$ cat config.mk
export PLATFORM = sky130hd
export DESIGN_NAME = adc_device_flat
export DESIGN_NICKNAME = d
export VERILOG_FILES = /design/src/hdl/adc_pkg.sv /design/src/hdl/adc_link_if.sv /design/src/hdl/adc_device.sv /design/src/flat_wrapper.sv
export SDC_FILE = /design/constraint.sdc
export NUM_CORES = 1
export LEC_CHECK = 0
export BUFFER_PORTS_ARGS = -buffer_cell sky130_fd_sc_hd__buf_2
export CAP_MARGIN = 20
export CORE_ASPECT_RATIO = 0.8
export CORE_MARGIN = 2
export CORE_UTILIZATION = 60
export CTS_CLUSTER_DIAMETER = 50
export DETAILED_ROUTE_END_ITERATION = 12
export PLACE_DENSITY = 0.77
export RECOVER_POWER = 100
export SLEW_MARGIN = 5
export SYNTH_ARGS = -nofsm -noshare
export SYNTH_HDL_FRONTEND = slang
export SYNTH_SLANG_ARGS = --single-unit
$ cat constraint.sdc
create_clock -name ref_clk_in -period 35.5 [get_ports ref_clk_in]
set_clock_uncertainty 0.15 [all_clocks]
set_input_delay 0 -clock ref_clk_in [delete_from_list [all_inputs] [get_ports ref_clk_in]]
set_output_delay 0 -clock ref_clk_in [all_outputs]
set_load 0.01 [all_outputs]
$ cat src/hdl/adc_pkg.sv
//////////////////////////////////////////////////////////////////////////////
//////////////////////////////////////////////////////////////////////////////
package adc_pkg;

  // timing
  localparam int CLK_PERIOD_NS   = 10;
  localparam int MCLK_PERIOD_NS  = 250;
  localparam int MCLK_PERIOD_CYC = MCLK_PERIOD_NS / CLK_PERIOD_NS;
  localparam int CONV_PERIODS    = 20;
  localparam int ACQ_PERIODS     = 2;
  localparam int POWERUP_MS      = 150;
  localparam int POWERUP_CYC     = POWERUP_MS * 1000000 / CLK_PERIOD_NS;
  localparam int START_LOW_NS    = 40;
  localparam int START_LOW_CYC   = (START_LOW_NS + CLK_PERIOD_NS - 1) / CLK_PERIOD_NS;
  localparam int READ_GUARD_NS   = 500;
  localparam int READ_GUARD_CYC  = (READ_GUARD_NS + CLK_PERIOD_NS - 1) / CLK_PERIOD_NS;

  // calibration registers
  localparam logic [13:0] OFFSET_RESET = 14'h2000;
  localparam logic [13:0] GAIN_RESET   = 14'h2000;
  localparam logic [13:0] CAL_MID      = 14'h2000;
  localparam logic [13:0] DAC_RESET    = 14'h2000;
  localparam logic [13:0] RESULT_MAX   = 14'h3FFF;
  localparam logic [1:0]  SEL_ALL      = 2'h0;
  localparam logic [1:0]  SEL_GAIN_OFF = 2'h1;
  localparam logic [1:0]  SEL_OFF      = 2'h2;
  localparam logic [1:0]  SEL_GAIN     = 2'h3;
  localparam logic [3:0]  IDX_GAIN     = 4'h0;
  localparam logic [3:0]  IDX_OFFSET   = 4'h1;
  localparam logic [3:0]  IDX_DAC0     = 4'h2;
  localparam logic [3:0]  IDX_LAST     = 4'h9;

  // offset step 0.05*16384/8192 = 0.1 lsb ~ 13/128
  localparam int OFF_NUM    = 13;
  localparam int OFF_SHIFT  = 7;
  // gain step 0.01875/8192 ~ 39/2^24
  localparam int GAIN_NUM   = 39;
  localparam int GAIN_SHIFT = 24;

  // link control word
  localparam int CTL_SW_START_BIT = 0;
  localparam int CTL_SEL_LSB      = 1;

  // link access kinds
  localparam logic [1:0] KIND_CAL_WR = 2'h0;
  localparam logic [1:0] KIND_CAL_RD = 2'h1;
  localparam logic [1:0] KIND_RES_RD = 2'h2;

  // host register map (byte addresses)
  localparam logic [3:0] REG_CTRL   = 4'h0;
  localparam logic [3:0] REG_CAL    = 4'h4;
  localparam logic [3:0] REG_RESULT = 4'h8;
  localparam logic [3:0] REG_STATUS = 4'hC;
  localparam int AV_PIN_START_BIT   = 0;
  localparam int AV_SW_START_BIT    = 1;
  localparam int AV_SEL_LSB         = 2;
  localparam int ST_BUSY_BIT        = 0;
  localparam int ST_READY_BIT       = 1;

  typedef enum logic [3:0] {
    D_IDLE = 4'h1,
    D_WAIT = 4'h2,
    D_CONV = 4'h4,
    D_ACQ  = 4'h8
  } dev_state_t;

  typedef enum logic [4:0] {
    H_IDLE = 5'h01,
    H_PIN  = 5'h02,
    H_CTL  = 5'h04,
    H_LINK = 5'h08,
    H_ACK  = 5'h10
  } host_state_t;

endpackage : adc_pkg

$ cat src/hdl/adc_link_if.sv
`timescale 1ns/100ps
`default_nettype none
interface adc_link_if;
  logic        master_clock_in;
  logic        conversion_start_n;
  logic        busy;
  logic        ctl_wr;
  logic        acc_valid;
  logic [1:0]  acc_kind;
  logic [15:0] acc_wdata;
  logic        rd_valid;
  logic [15:0] rd_data;

  modport device (
    input  master_clock_in, conversion_start_n, ctl_wr, acc_valid, acc_kind, acc_wdata,
    output busy, rd_valid, rd_data
  );
  modport host (
    output master_clock_in, conversion_start_n, ctl_wr, acc_valid, acc_kind, acc_wdata,
    input  busy, rd_valid, rd_data
  );
endinterface : adc_link_if
`default_nettype wire

$ cat src/hdl/adc_device.sv
// Chosen here: the register addresses and register access over Avalon-MM.
`timescale 1ns/100ps
`default_nettype none
module adc_device (
  // clock and reset
  input  wire logic        ref_clk_in,
  input  wire logic        sys_rst_in,
  input  wire logic        clk_en_in,
  // analog sample, digitised
  input  wire logic [13:0] analog_in_pos,
  input  wire logic [13:0] analog_in_neg,
  // sampler and result
  output logic             sample_hold_out,
  output logic [13:0]      result_out,
  // link to host
  adc_link_if.device       link
);

  //////////////////////////////////////////////////////////////////////////////
  typedef struct packed {
    adc_pkg::dev_state_t st;
    logic [1:0]          start_sync;
    logic                start_prev;
    logic [1:0]          mclk_sync;
    logic                mclk_prev;
    logic [4:0]          cnt;
    logic                busy;
    logic                hold;
    logic                sw_start;
    logic [1:0]          cal_sel;
    logic [3:0]          ptr;
    logic [13:0]         offset;
    logic [13:0]         gain;
    logic [7:0][13:0]    dac;
    logic [13:0]         sample;
    logic [13:0]         result;
    logic                rd_valid;
    logic [15:0]         rd_data;
  } dev_regs_t;

  dev_regs_t cur_ff;
  dev_regs_t nxt_regs;

  //////////////////////////////////////////////////////////////////////////////
  function automatic logic [3:0] cal_first(input logic [1:0] sel);
    cal_first = (sel == adc_pkg::SEL_OFF) ? adc_pkg::IDX_OFFSET : adc_pkg::IDX_GAIN;
  endfunction : cal_first

  function automatic logic [3:0] cal_last(input logic [1:0] sel);
    logic [3:0] l;
    case (sel)
      adc_pkg::SEL_ALL:      l = adc_pkg::IDX_LAST;
      adc_pkg::SEL_GAIN_OFF: l = adc_pkg::IDX_OFFSET;
      adc_pkg::SEL_OFF:      l = adc_pkg::IDX_OFFSET;
      default:               l = adc_pkg::IDX_GAIN;
    endcase
    cal_last = l;
  endfunction : cal_last

  function automatic logic [3:0] cal_next(input logic [1:0] sel, input logic [3:0] p);
    cal_next = (p == cal_last(sel)) ? cal_first(sel) : 4'(p + 4'h1);
  endfunction : cal_next

  // offset and gain correction; saturates to the 14-bit code range
  function automatic logic [13:0] correct(input logic [13:0] raw,
                                          input logic [13:0] off,
                                          input logic [13:0] gn);
    logic signed [47:0] a;
    logic signed [47:0] d;
    logic signed [47:0] b;
    a = 48'(raw);
    d = 48'(off) - 48'(adc_pkg::CAL_MID);
    a = a + ((d * 48'(adc_pkg::OFF_NUM)) >>> adc_pkg::OFF_SHIFT);
    d = 48'(gn) - 48'(adc_pkg::CAL_MID);
    b = a + ((a * d * 48'(adc_pkg::GAIN_NUM)) >>> adc_pkg::GAIN_SHIFT);
    if (b < 48'sh0) begin
      correct = 14'h0000;
    end else if (b > 48'(adc_pkg::RESULT_MAX)) begin
      correct = adc_pkg::RESULT_MAX;
    end else begin
      correct = b[13:0];
    end
  endfunction : correct

  //////////////////////////////////////////////////////////////////////////////
  logic       start_rise;
  logic       mclk_fall;
  logic       ctl_idle;
  logic [2:0] dac_idx;
  logic [13:0] cal_val;

  always_comb begin
    nxt_regs   = cur_ff;
    start_rise = cur_ff.start_sync[1] & ~cur_ff.start_prev;
    mclk_fall  = cur_ff.mclk_prev & ~cur_ff.mclk_sync[1];
    ctl_idle   = ~link.ctl_wr;
    dac_idx    = 3'(cur_ff.ptr - adc_pkg::IDX_DAC0);
    case (cur_ff.ptr)
      adc_pkg::IDX_GAIN:   cal_val = cur_ff.gain;
      adc_pkg::IDX_OFFSET: cal_val = cur_ff.offset;
      default:             cal_val = cur_ff.dac[dac_idx];
    endcase

    // pins pass two flops before use
    nxt_regs.start_sync = {cur_ff.start_sync[0], link.conversion_start_n};
    nxt_regs.start_prev = cur_ff.start_sync[1];
    nxt_regs.mclk_sync  = {cur_ff.mclk_sync[0], link.master_clock_in};
    nxt_regs.mclk_prev  = cur_ff.mclk_sync[1];
    nxt_regs.rd_valid   = 1'b0;

    case (cur_ff.st)
      adc_pkg::D_IDLE: begin
        // a software start whose write ended during acquisition fires here
        if (start_rise || (ctl_idle && cur_ff.sw_start)) begin
          nxt_regs.hold   = 1'b1;
          nxt_regs.busy   = 1'b1;
          nxt_regs.sample = (analog_in_pos > analog_in_neg) ?
                            14'(analog_in_pos - analog_in_neg) : 14'h0000;
          nxt_regs.st     = adc_pkg::D_WAIT;
        end
      end
      adc_pkg::D_WAIT: begin
        // an edge caught late by the synchroniser costs a period: 21 total
        if (mclk_fall) begin
          nxt_regs.cnt = 5'h00;
          nxt_regs.st  = adc_pkg::D_CONV;
        end
      end
      adc_pkg::D_CONV: begin
        if (mclk_fall) begin
          if (cur_ff.cnt == 5'(adc_pkg::CONV_PERIODS - 1)) begin
            nxt_regs.busy     = 1'b0;
            nxt_regs.hold     = 1'b0;
            nxt_regs.sw_start = 1'b0;
            nxt_regs.result   = correct(cur_ff.sample, cur_ff.offset, cur_ff.gain);
            nxt_regs.cnt      = 5'h00;
            nxt_regs.st       = adc_pkg::D_ACQ;
          end else begin
            nxt_regs.cnt = 5'(cur_ff.cnt + 5'h01);
          end
        end
      end
      adc_pkg::D_ACQ: begin
        // pin starts here are lost; a software start stays pending
        if (mclk_fall) begin
          if (cur_ff.cnt == 5'(adc_pkg::ACQ_PERIODS - 1)) begin
            nxt_regs.st = adc_pkg::D_IDLE;
          end else begin
            nxt_regs.cnt = 5'(cur_ff.cnt + 5'h01);
          end
        end
      end
      default: begin
        nxt_regs.st = adc_pkg::D_IDLE;
      end
    endcase

    // after the busy-fall clear, so a write in progress wins
    if (link.ctl_wr) begin
      nxt_regs.sw_start = link.acc_wdata[adc_pkg::CTL_SW_START_BIT];
      nxt_regs.cal_sel  = link.acc_wdata[adc_pkg::CTL_SEL_LSB +: 2];
      nxt_regs.ptr      = cal_first(link.acc_wdata[adc_pkg::CTL_SEL_LSB +: 2]);
    end else if (link.acc_valid) begin
      nxt_regs.rd_valid = 1'b1;
      case (link.acc_kind)
        adc_pkg::KIND_CAL_WR: begin
          case (cur_ff.ptr)
            adc_pkg::IDX_GAIN:   nxt_regs.gain = link.acc_wdata[13:0];
            adc_pkg::IDX_OFFSET: nxt_regs.offset = link.acc_wdata[13:0];
            default:             nxt_regs.dac[dac_idx] = link.acc_wdata[13:0];
          endcase
          nxt_regs.rd_data = 16'h0000;
          nxt_regs.ptr     = cal_next(cur_ff.cal_sel, cur_ff.ptr);
        end
        adc_pkg::KIND_CAL_RD: begin
          nxt_regs.rd_data = {2'b00, cal_val};
          nxt_regs.ptr     = cal_next(cur_ff.cal_sel, cur_ff.ptr);
        end
        adc_pkg::KIND_RES_RD: begin
          nxt_regs.rd_data = {2'b00, cur_ff.result};
        end
        default: begin
          nxt_regs.rd_data = 16'h0000;
        end
      endcase
    end
  end

  //////////////////////////////////////////////////////////////////////////////
  always_ff @(posedge ref_clk_in) begin
    if (sys_rst_in) begin
      cur_ff.st         <= adc_pkg::D_IDLE;
      cur_ff.start_sync <= 2'h3;
      cur_ff.start_prev <= 1'b1;
      cur_ff.mclk_sync  <= 2'h0;
      cur_ff.mclk_prev  <= 1'b0;
      cur_ff.cnt        <= 5'h00;
      cur_ff.busy       <= 1'b0;
      cur_ff.hold       <= 1'b0;
      cur_ff.sw_start   <= 1'b0;
      cur_ff.cal_sel    <= adc_pkg::SEL_ALL;
      cur_ff.ptr        <= adc_pkg::IDX_GAIN;
      cur_ff.offset     <= adc_pkg::OFFSET_RESET;
      cur_ff.gain       <= adc_pkg::GAIN_RESET;
      cur_ff.dac        <= {8{adc_pkg::DAC_RESET}};
      cur_ff.sample     <= 14'h0000;
      cur_ff.result     <= 14'h0000;
      cur_ff.rd_valid   <= 1'b0;
      cur_ff.rd_data    <= 16'h0000;
    end else if (clk_en_in) begin
      cur_ff <= nxt_regs;
    end
  end

  //////////////////////////////////////////////////////////////////////////////
  assign link.busy       = cur_ff.busy;
  assign link.rd_valid   = cur_ff.rd_valid;
  assign link.rd_data    = cur_ff.rd_data;
  assign sample_hold_out = cur_ff.hold;
  assign result_out      = cur_ff.result;

endmodule : adc_device
`default_nettype wire

$ cat src/flat_wrapper.sv
// flat-port wrapper written by rule: the top's interface ports become plain ports
module adc_device_flat 
  (ref_clk_in, sys_rst_in, clk_en_in, analog_in_pos, analog_in_neg, sample_hold_out, result_out, link_master_clock_in, link_conversion_start_n, link_ctl_wr, link_acc_valid, link_acc_kind, link_acc_wdata, link_busy, link_rd_valid, link_rd_data);
  adc_link_if link_i ();
  input  wire logic ref_clk_in;
  input  wire logic sys_rst_in;
  input  wire logic clk_en_in;
  input  wire logic [13:0] analog_in_pos;
  input  wire logic [13:0] analog_in_neg;
  output logic sample_hold_out;
  output logic [13:0] result_out;
  input wire logic [$bits(link_i.master_clock_in)-1:0] link_master_clock_in;
  input wire logic [$bits(link_i.conversion_start_n)-1:0] link_conversion_start_n;
  input wire logic [$bits(link_i.ctl_wr)-1:0] link_ctl_wr;
  input wire logic [$bits(link_i.acc_valid)-1:0] link_acc_valid;
  input wire logic [$bits(link_i.acc_kind)-1:0] link_acc_kind;
  input wire logic [$bits(link_i.acc_wdata)-1:0] link_acc_wdata;
  output wire logic [$bits(link_i.busy)-1:0] link_busy;
  output wire logic [$bits(link_i.rd_valid)-1:0] link_rd_valid;
  output wire logic [$bits(link_i.rd_data)-1:0] link_rd_data;
  assign link_i.master_clock_in = link_master_clock_in;
  assign link_i.conversion_start_n = link_conversion_start_n;
  assign link_i.ctl_wr = link_ctl_wr;
  assign link_i.acc_valid = link_acc_valid;
  assign link_i.acc_kind = link_acc_kind;
  assign link_i.acc_wdata = link_acc_wdata;
  assign link_busy = link_i.busy;
  assign link_rd_valid = link_i.rd_valid;
  assign link_rd_data = link_i.rd_data;
  adc_device u_core (.ref_clk_in(ref_clk_in), .sys_rst_in(sys_rst_in), .clk_en_in(clk_en_in), .analog_in_pos(analog_in_pos), .analog_in_neg(analog_in_neg), .sample_hold_out(sample_hold_out), .result_out(result_out), .link(link_i));
endmodule
==> results of run 1 <==
[placed cells by master, fill, tap and decap left out, types with 7 or more instances in the layout]
cell type / instances
sky130_fd_sc_hd__fa_1: 301
sky130_fd_sc_hd__a21o_1: 42
sky130_fd_sc_hd__o211ai_1: 11
sky130_fd_sc_hd__a32oi_1: 16
sky130_fd_sc_hd__or2_2: 7
sky130_fd_sc_hd__and3_1: 9
sky130_fd_sc_hd__nor2_1: 121
sky130_fd_sc_hd__a22oi_1: 40
sky130_fd_sc_hd__o21a_1: 21
sky130_fd_sc_hd__nand2b_1: 12
sky130_fd_sc_hd__xnor2_1: 77
sky130_fd_sc_hd__ha_1: 296
sky130_fd_sc_hd__and2_0: 11
sky130_fd_sc_hd__clkbuf_1: 37
sky130_fd_sc_hd__and2_1: 123
sky130_fd_sc_hd__o21bai_1: 13
sky130_fd_sc_hd__xor2_1: 35
sky130_fd_sc_hd__a31oi_1: 7
sky130_fd_sc_hd__clkbuf_16: 21
sky130_fd_sc_hd__inv_1: 503
sky130_fd_sc_hd__mux4_2: 28
sky130_fd_sc_hd__o21ai_0: 57
sky130_fd_sc_hd__buf_4: 18
sky130_fd_sc_hd__dfxtp_1: 206
sky130_fd_sc_hd__nand3_1: 36
sky130_fd_sc_hd__a21oi_1: 239
sky130_fd_sc_hd__buf_2: 49
sky130_fd_sc_hd__dlygate4sd3_1: 50
sky130_fd_sc_hd__mux2i_1: 24
sky130_fd_sc_hd__nor2b_1: 12
sky130_fd_sc_hd__a211oi_1: 10
sky130_fd_sc_hd__nand4_1: 11
sky130_fd_sc_hd__nor3_1: 26
sky130_fd_sc_hd__nand2_1: 476
[metrics by stage]
| stage | total power, mW | instance area [um2] | worst slack, ps | util | instances |
|---|---|---|---|---|---|
| finish | 0.529 | 27300 | 13180 | 0.649 | 3620 |
| CTS | 0.529 | 27400 | 16560 | 0.652 | 3620 |
| global placement | 0.311 | 26300 | 17130 | 0.624 | 3532 |
| global route | 0.547 | 27300 | 11800 | 0.649 | 3620 |
| detailed placement | 0.313 | 26300 | 16630 | 0.624 | 3532 |
| floorplan | 0.294 | 25700 | 19270 | - | 3040 |
[worst min-delay path, stage by stage]
cell                      delay [ps]
sky130_fd_sc_hd__buf_2            90
sky130_fd_sc_hd__inv_1            40
sky130_fd_sc_hd__ha_1            170
sky130_fd_sc_hd__a21oi_1          60
sky130_fd_sc_hd__xnor2_1         160
sky130_fd_sc_hd__a22oi_1          60
sky130_fd_sc_hd__nor2_1           70
[layer usage]
metal	vias to the layer above	share of wire
met4	0	0.021
li1	9796	-
met5	-	0
met3	122	0.083
met1	10300	0.43
met2	843	0.46
[cell type report]
class	instances	share of cell area
multi-input cells	2169	0.693
flip-flops and latches	206	0.151
inverters	503	0.0691
repair buffers	152	0.0370
well taps	552	0.0253
clock buffers	27	0.0215
clock inverters	11	0.00270
[kinds of logic after synthesis]
kind of cell / synth area share
buffers and inverters: 0.103
AND/OR/NAND/NOR: 0.155
AO/OA/AOI/OAI: 0.130
adder cells (fa/ha/maj): 0.378
other: 0.000146
flip-flops: 0.160
XOR/XNOR: 0.0396
multiplexers: 0.0343
[worst max path at each step]
stage | from | end | slack (ps) | cells after the start
after floorplan | u_core.cur_ff[173] | u_core.result_out[10] | 19270 | 70
after global placement | u_core.cur_ff[173] | u_core.result_out[10] | 17130 | 66
final | u_core.cur_ff[174] | u_core.result_out[3] | 13180 | 61
after global routing | u_core.cur_ff[173] | u_core.result_out[3] | 11800 | 65
after detailed placement | u_core.cur_ff[173] | u_core.result_out[3] | 16630 | 62
after CTS | u_core.cur_ff[174] | u_core.result_out[3] | 16560 | 61
[report_power, final]
group | leakage (nW) | internal (mW) | switching (mW)
registers | 1.66 | 0.233 | 0.00277
logic | 11.5 | 0.0310 | 0.0487
clock network | 0.329 | 0.118 | 0.0950
total | 13.5 | 0.382 | 0.146
==> results_dict.tcl, run 1 <==
set metrics [dict create \
    setup.reg_to_reg.worst_slack_ps 13180 \
    critPathRequiredTime_ps 35550 \
    grt_first_pass_wirelength_um 107000 \
    weighted_congestion_at_the_end_of_routability_driven_global_placement 0.900 \
    clk_pin_slew_worst_paths_ps 70 \
    worst_ir_drop_vdd_uv 32.6 \
    top_level_ports 86 \
    synth_cell_types 88 \
    synth-warning-count 0 \
    synth.cell_area_um2 25700 \
    clock.fmax_ghz 0.0448 \
    synth-edff-count 0 \
    firstDrtPassIters 7 \
    holdWs_ps 28.1 \
    violations "capacitance limit, slew limit" \
    worst_path_max_delay_cell "sky130_fd_sc_hd__a2111oi_0" \
    number_of_global_route_vias_before_repair 21500 \
    tritoncts "built" \
    clock_tree.htree_level_count 1 \
    p_per_area_nw_per_um2 19.3 \
    hold_viol 0 \
    grtUsageMet2 0.487 \
    post_cts_hold_buffer_count 50 \
    synth_largest_area_cell "sky130_fd_sc_hd__fa_1" \
    grt_antenna_before_repair 0 \
    multi_input_comb_area_um2 19000 \
    postRouteAntennaNets 0 \
    maximum_number_of_pins_on_one_net_before_global_route_repair 94 \
    min_path_cells 7 \
    postRouteWirelength_um 64800 \
    fillers 3425 \
    hold-path-endpoint "u_core.cur_ff[37]" \
    vias_per_cell 5.82 \
    period_needed_ps 22320 \
    post-synth-top-count-cell "sky130_fd_sc_hd__inv_1" \
    rsz_0062_raised_after_global_routing "false" \
    postCtsSetupBuffers 0 \
    crit_path_start_kind "flop" \
    core_box_area_um2 42100 \
    timing.final.crit_share 0.629 \
    post_synth_main_area_contributors "sky130_fd_sc_hd__fa_1 23%, sky130_fd_sc_hd__dfxtp_1 16%, sky130_fd_sc_hd__ha_1 14%, sky130_fd_sc_hd__inv_1 7.3%, sky130_fd_sc_hd__nand2_1 6.9%" \
    num_rows 67 \
    cp-end-kind "flop" \
    num_vias 21100 \
    final-max-slew-violation-count 249 \
    die_w_um 235 \
    netlist_top_cells_count "503 x sky130_fd_sc_hd__inv_1, 476 x sky130_fd_sc_hd__nand2_1, 301 x sky130_fd_sc_hd__fa_1" \
    total_global_route_track_usage 0.294 \
    dieArea_um2 44500 \
    highest_fanout_seen_on_the_critical_path 16 \
    synth-seq-area-share 0.160 \
    synthesis.area_per_instance_um2 8.46 \
    postSynth.topFlopCell "sky130_fd_sc_hd__dfxtp_1" \
    timing.max_slew.rel_slack -1.65 \
    drt_first_iter_violations 1755 \
    cp_top_family "adder cells" \
    dp.final_hpwl_um 49500 \
    floorplan.initialDensity 0.611 \
    floorplan_die_height_um 189 \
    area.growth.synth_to_final_pct 6.26 \
    setup_viol 0 \
    cts-root-to-sink-buffers 3 \
    holdCritPathClass "input port to flop" \
    wire_per_inst_um 17.9 \
    crit_buf_inv 5 \
    worst-setup-path-type "flop to flop" \
    finalNetCount 3703 \
    grtUsageMet1 0.410 \
    antenna-diode-count 0 \
    register_area_um2 4120 \
    final_tns_setup_ps 0 \
    power.static_leakage_nw 13.5 \
    post-synth-top-area-fraction 0.234 \
    ys_seq_elements 206 \
    worstMarginPinSlew_ps 3970 \
    worst_r2r_startpoint "u_core.cur_ff[174]" \
    hp-start "analog_in_neg[5]" \
    globalRoute.totalOverflow 0 \
    run_status "finished with violations" \
    drive_above_1_share 0.0525 \
    drt_drc_violations_left 0 \
    gr-usage-met3 0.0414 \
    gr-max-usage-layer "met2" \
    portBuffers 81 \
    r2r-end "u_core.result_out[3]" \
    reg2regPathDepth 61 \
    numCtsBuffers 21 \
    cap_viol_max_count 5 \
    slowest_delay_ps 2900 \
    cts_num_sinks 206 \
    post_cts_resized 0 \
    asyncSetResetFlopFracSynth 0 \
    clock_tree_root "sky130_fd_sc_hd__clkbuf_16" \
    syn-instance-count 3039 \
    cp.arrival_ps 22370 \
    clock_latency_ps 520 \
]
No activity file was read; power rests on OpenSTA's default activity.
==> run 2: changes to the inputs <==
Settings changed: ABC_AREA set to 1, CORE_UTILIZATION 60 to 59, PLACE_DENSITY 0.77 to 0.79.
Clock period 35.5 ns to 19.65 ns, I/O delays scaled along.
==> run 2 against run 1 <==
The run still ends with capacitance limit, slew limit left. Combinational power increased to 4.3 times the previous value. Clock power increased by 70%. Die area grew 5.5%. Maximum frequency up 26%. Sequential cell count is the same. Critical path type unchanged.
==> results_dict.tcl, run 2 <==
set metrics [dict create \
    antenna-diode-count 0 \
    syn-instance-count 3645 \
    synth_cell_types 58 \
    dp.final_hpwl_um 54400 \
    die_w_um 242 \
    layoutNonFillerInstCount 4282 \
    maximum_number_of_pins_on_one_net_before_global_route_repair 130 \
    clock_latency_ps 510 \
    pwr-share-comb 0.298 \
    worst_path_max_delay_cell "sky130_fd_sc_hd__fa_1" \
    cp.arrival_ps 17990 \
    clock_tree_root "sky130_fd_sc_hd__clkbuf_16" \
    mostFrequentLayoutCells "763 x sky130_fd_sc_hd__inv_1, 655 x sky130_fd_sc_hd__nand2_1, 341 x sky130_fd_sc_hd__nor2_1" \
    slowest_delay_ps 860 \
    globalRoute.totalOverflow 0 \
    critPathRequiredTime_ps 19860 \
    postRouteWirelength_um 70000 \
    worst_ir_drop_vdd_uv 89.4 \
    net_switching_power_uw 414 \
    floorplan_die_height_um 194 \
    tritoncts "built" \
    total_global_route_track_usage 0.299 \
    internal_power_uw 734 \
    crit_path_start_kind "flop" \
    area.growth.synth_to_final_pct 5.93 \
    post-synth-top-count-cell "sky130_fd_sc_hd__inv_1" \
    synth-seq-area-share 0.154 \
    register_area_um2 4130 \
    hold_viol 0 \
    core_box_area_um2 44500 \
    setup_viol 0 \
    place_inst 4196 \
    wire_per_inst_um 16.3 \
    final-max-slew-violation-count 211 \
    run_status "finished with violations" \
    drt_first_iter_violations 2169 \
    post_synth_main_area_contributors "sky130_fd_sc_hd__fa_1 23%, sky130_fd_sc_hd__dfxtp_1 15%, sky130_fd_sc_hd__ha_1 14%, sky130_fd_sc_hd__inv_1 11%, sky130_fd_sc_hd__nand2_1 9.1%" \
    number_of_global_route_vias_before_repair 22300 \
    cts_num_sinks 206 \
    final_common_cell "sky130_fd_sc_hd__inv_1" \
    cp-end-kind "flop" \
    worst-setup-path-type "flop to flop" \
    holdWs_ps 21.8 \
    timing.max_slew.rel_slack -2.25 \
    cap_viol_max_count 4 \
    asyncSetResetFlopFracSynth 0 \
    top_level_ports 86 \
    critical_path.most_common_cell "sky130_fd_sc_hd__nand2_1" \
    num_rows 69 \
    vias_per_cell 5.52 \
    grt_first_pass_wirelength_um 115000 \
    fin_total_pwr_mw 1.15 \
    rsz_0062_raised_after_global_routing "false" \
    firstDrtPassIters 5 \
    drive_above_1_share 0.0364 \
    num_vias 23600 \
    p_per_area_nw_per_um2 40.5 \
    drt_drc_violations_left 0 \
    synth_largest_area_cell "sky130_fd_sc_hd__fa_1" \
    grt_antenna_before_repair 1 \
    multi_input_comb_area_um2 18900 \
    postRouteAntennaNets 0 \
    highest_fanout_seen_on_the_critical_path 16 \
    worstMarginPinSlew_ps 4880 \
    seq_power_share 0.385 \
    netlist_top_cells_count "763 x sky130_fd_sc_hd__inv_1, 651 x sky130_fd_sc_hd__nand2_1, 338 x sky130_fd_sc_hd__nor2_1" \
    synth-warning-count 0 \
    clk_pin_slew_worst_paths_ps 70 \
    postCtsSetupBuffers 0 \
    power.static_leakage_nw 14.8 \
    weighted_congestion_at_the_end_of_routability_driven_global_placement 0.962 \
    final_tns_setup_ps 0 \
    timing.final.crit_share 0.905 \
    floorplan.initialDensity 0.600 \
    clock_tree.htree_level_count 1 \
    synth-edff-count 0 \
    synthesis.area_per_instance_um2 7.33 \
    numCtsBuffers 18 \
    ys_seq_elements 206 \
    postSynth.topFlopCell "sky130_fd_sc_hd__dfxtp_1" \
    period_needed_ps 17780 \
    clock.fmax_ghz 0.0562 \
    holdCritPathClass "input port to flop" \
    synth.cell_area_um2 26700 \
    cts-root-to-sink-buffers 3 \
    dieArea_um2 47000 \
    violations "capacitance limit, slew limit" \
    portBuffers 81 \
    finalNetCount 4319 \
    post-synth-top-area-fraction 0.226 \
    fillers 4036 \
    proportion_of_total_power_due_to_net_switching 0.361 \
    clkPwrFrac 0.317 \
]
==> run 2: changes by cell type after synthesis, moves of 40 or more <==
cell / delta
sky130_fd_sc_hd__inv_1: +260
sky130_fd_sc_hd__nor2_1: +217
sky130_fd_sc_hd__o21ai_0: +180
sky130_fd_sc_hd__nand2_1: +175
sky130_fd_sc_hd__and2_1: -125
sky130_fd_sc_hd__nand3_1: +48
sky130_fd_sc_hd__a21oi_1: +47
sky130_fd_sc_hd__xnor2_1: -40
==> run 2: final timing paths <==
path                                          from               endpoint  slack, ps  depth (start not counted)
worst min-delay path             analog_in_neg[13]      u_core.cur_ff[44]         20                          6
worst max-delay path            u_core.cur_ff[176]  u_core.result_out[12]       1870                         80
worst min register to register                flop                   flop        300                          2
worst max register to register  u_core.cur_ff[176]  u_core.result_out[12]       1870                         80
==> run 2: layout make-up <==
class | count | share of cell area
tap | 603 | 0.0267
sequential | 206 | 0.146
multi-input combinational | 2515 | 0.669
timing repair buffer | 151 | 0.0354
clock buffer | 23 | 0.0176
clock inverter | 7 | 0.00292
inverter | 777 | 0.103
==> run 2: cells by family (layout without fill, tap and decap cells) <==
kind of cell	after synthesis	in the layout	synth area share
and+or+nand+nor	1178	1178	0.181
xor gates and xnor gates	88	88	0.0298
adders and majority gates	597	597	0.364
buffers and inverters	925	958	0.136
DFF	206	206	0.154
other	1	2	0.000140
AOI/OAI and AO/OA	650	650	0.134
==> run 2: power by group through the flow <==
stage	Sequential, mW	Clock [mW]	Combinational, mW
finish	0.442	0.364	0.342
floorplan	0.448	0	0.231
global route	0.443	0.384	0.382
detailed placement	0.452	0	0.322
global placement	0.452	0	0.316
CTS	0.443	0.365	0.336
==> run 2: repair_timing <==
item                      CTS  global route
resized for setup           0             0
hold buffers               55             0
hold endpoints to repair  171             0
==> run 2: metal layers <==
metal  vias up  GRT usage  part of all wire
met5         -          0           0.00017
met3       108     0.0830              0.12
met4         2     0.0526             0.018
li1      11400          -                 -
met1     11100      0.434              0.44
met2      1040      0.452              0.42
==> run 2: through the flow <==
step,instance area [um2],setup WS [ps],utilization
final,28300,1870,0.635
after detailed placement,27300,2670,0.612
after floorplan,26700,4840,-
after global placement,27300,2900,0.612
after CTS,28400,2590,0.638
after global routing,28300,525,0.635
==> run 2: critical path, delay by kind of cell, from the launching register on <==
kind	cells	cell delay [ps]
adders and majority gates	18	8100
and+or+nand+nor	42	6200
AOI/OAI and AO/OA	7	950
buffers and inverters	10	900
xor gates and xnor gates	3	860
DFF	1	430
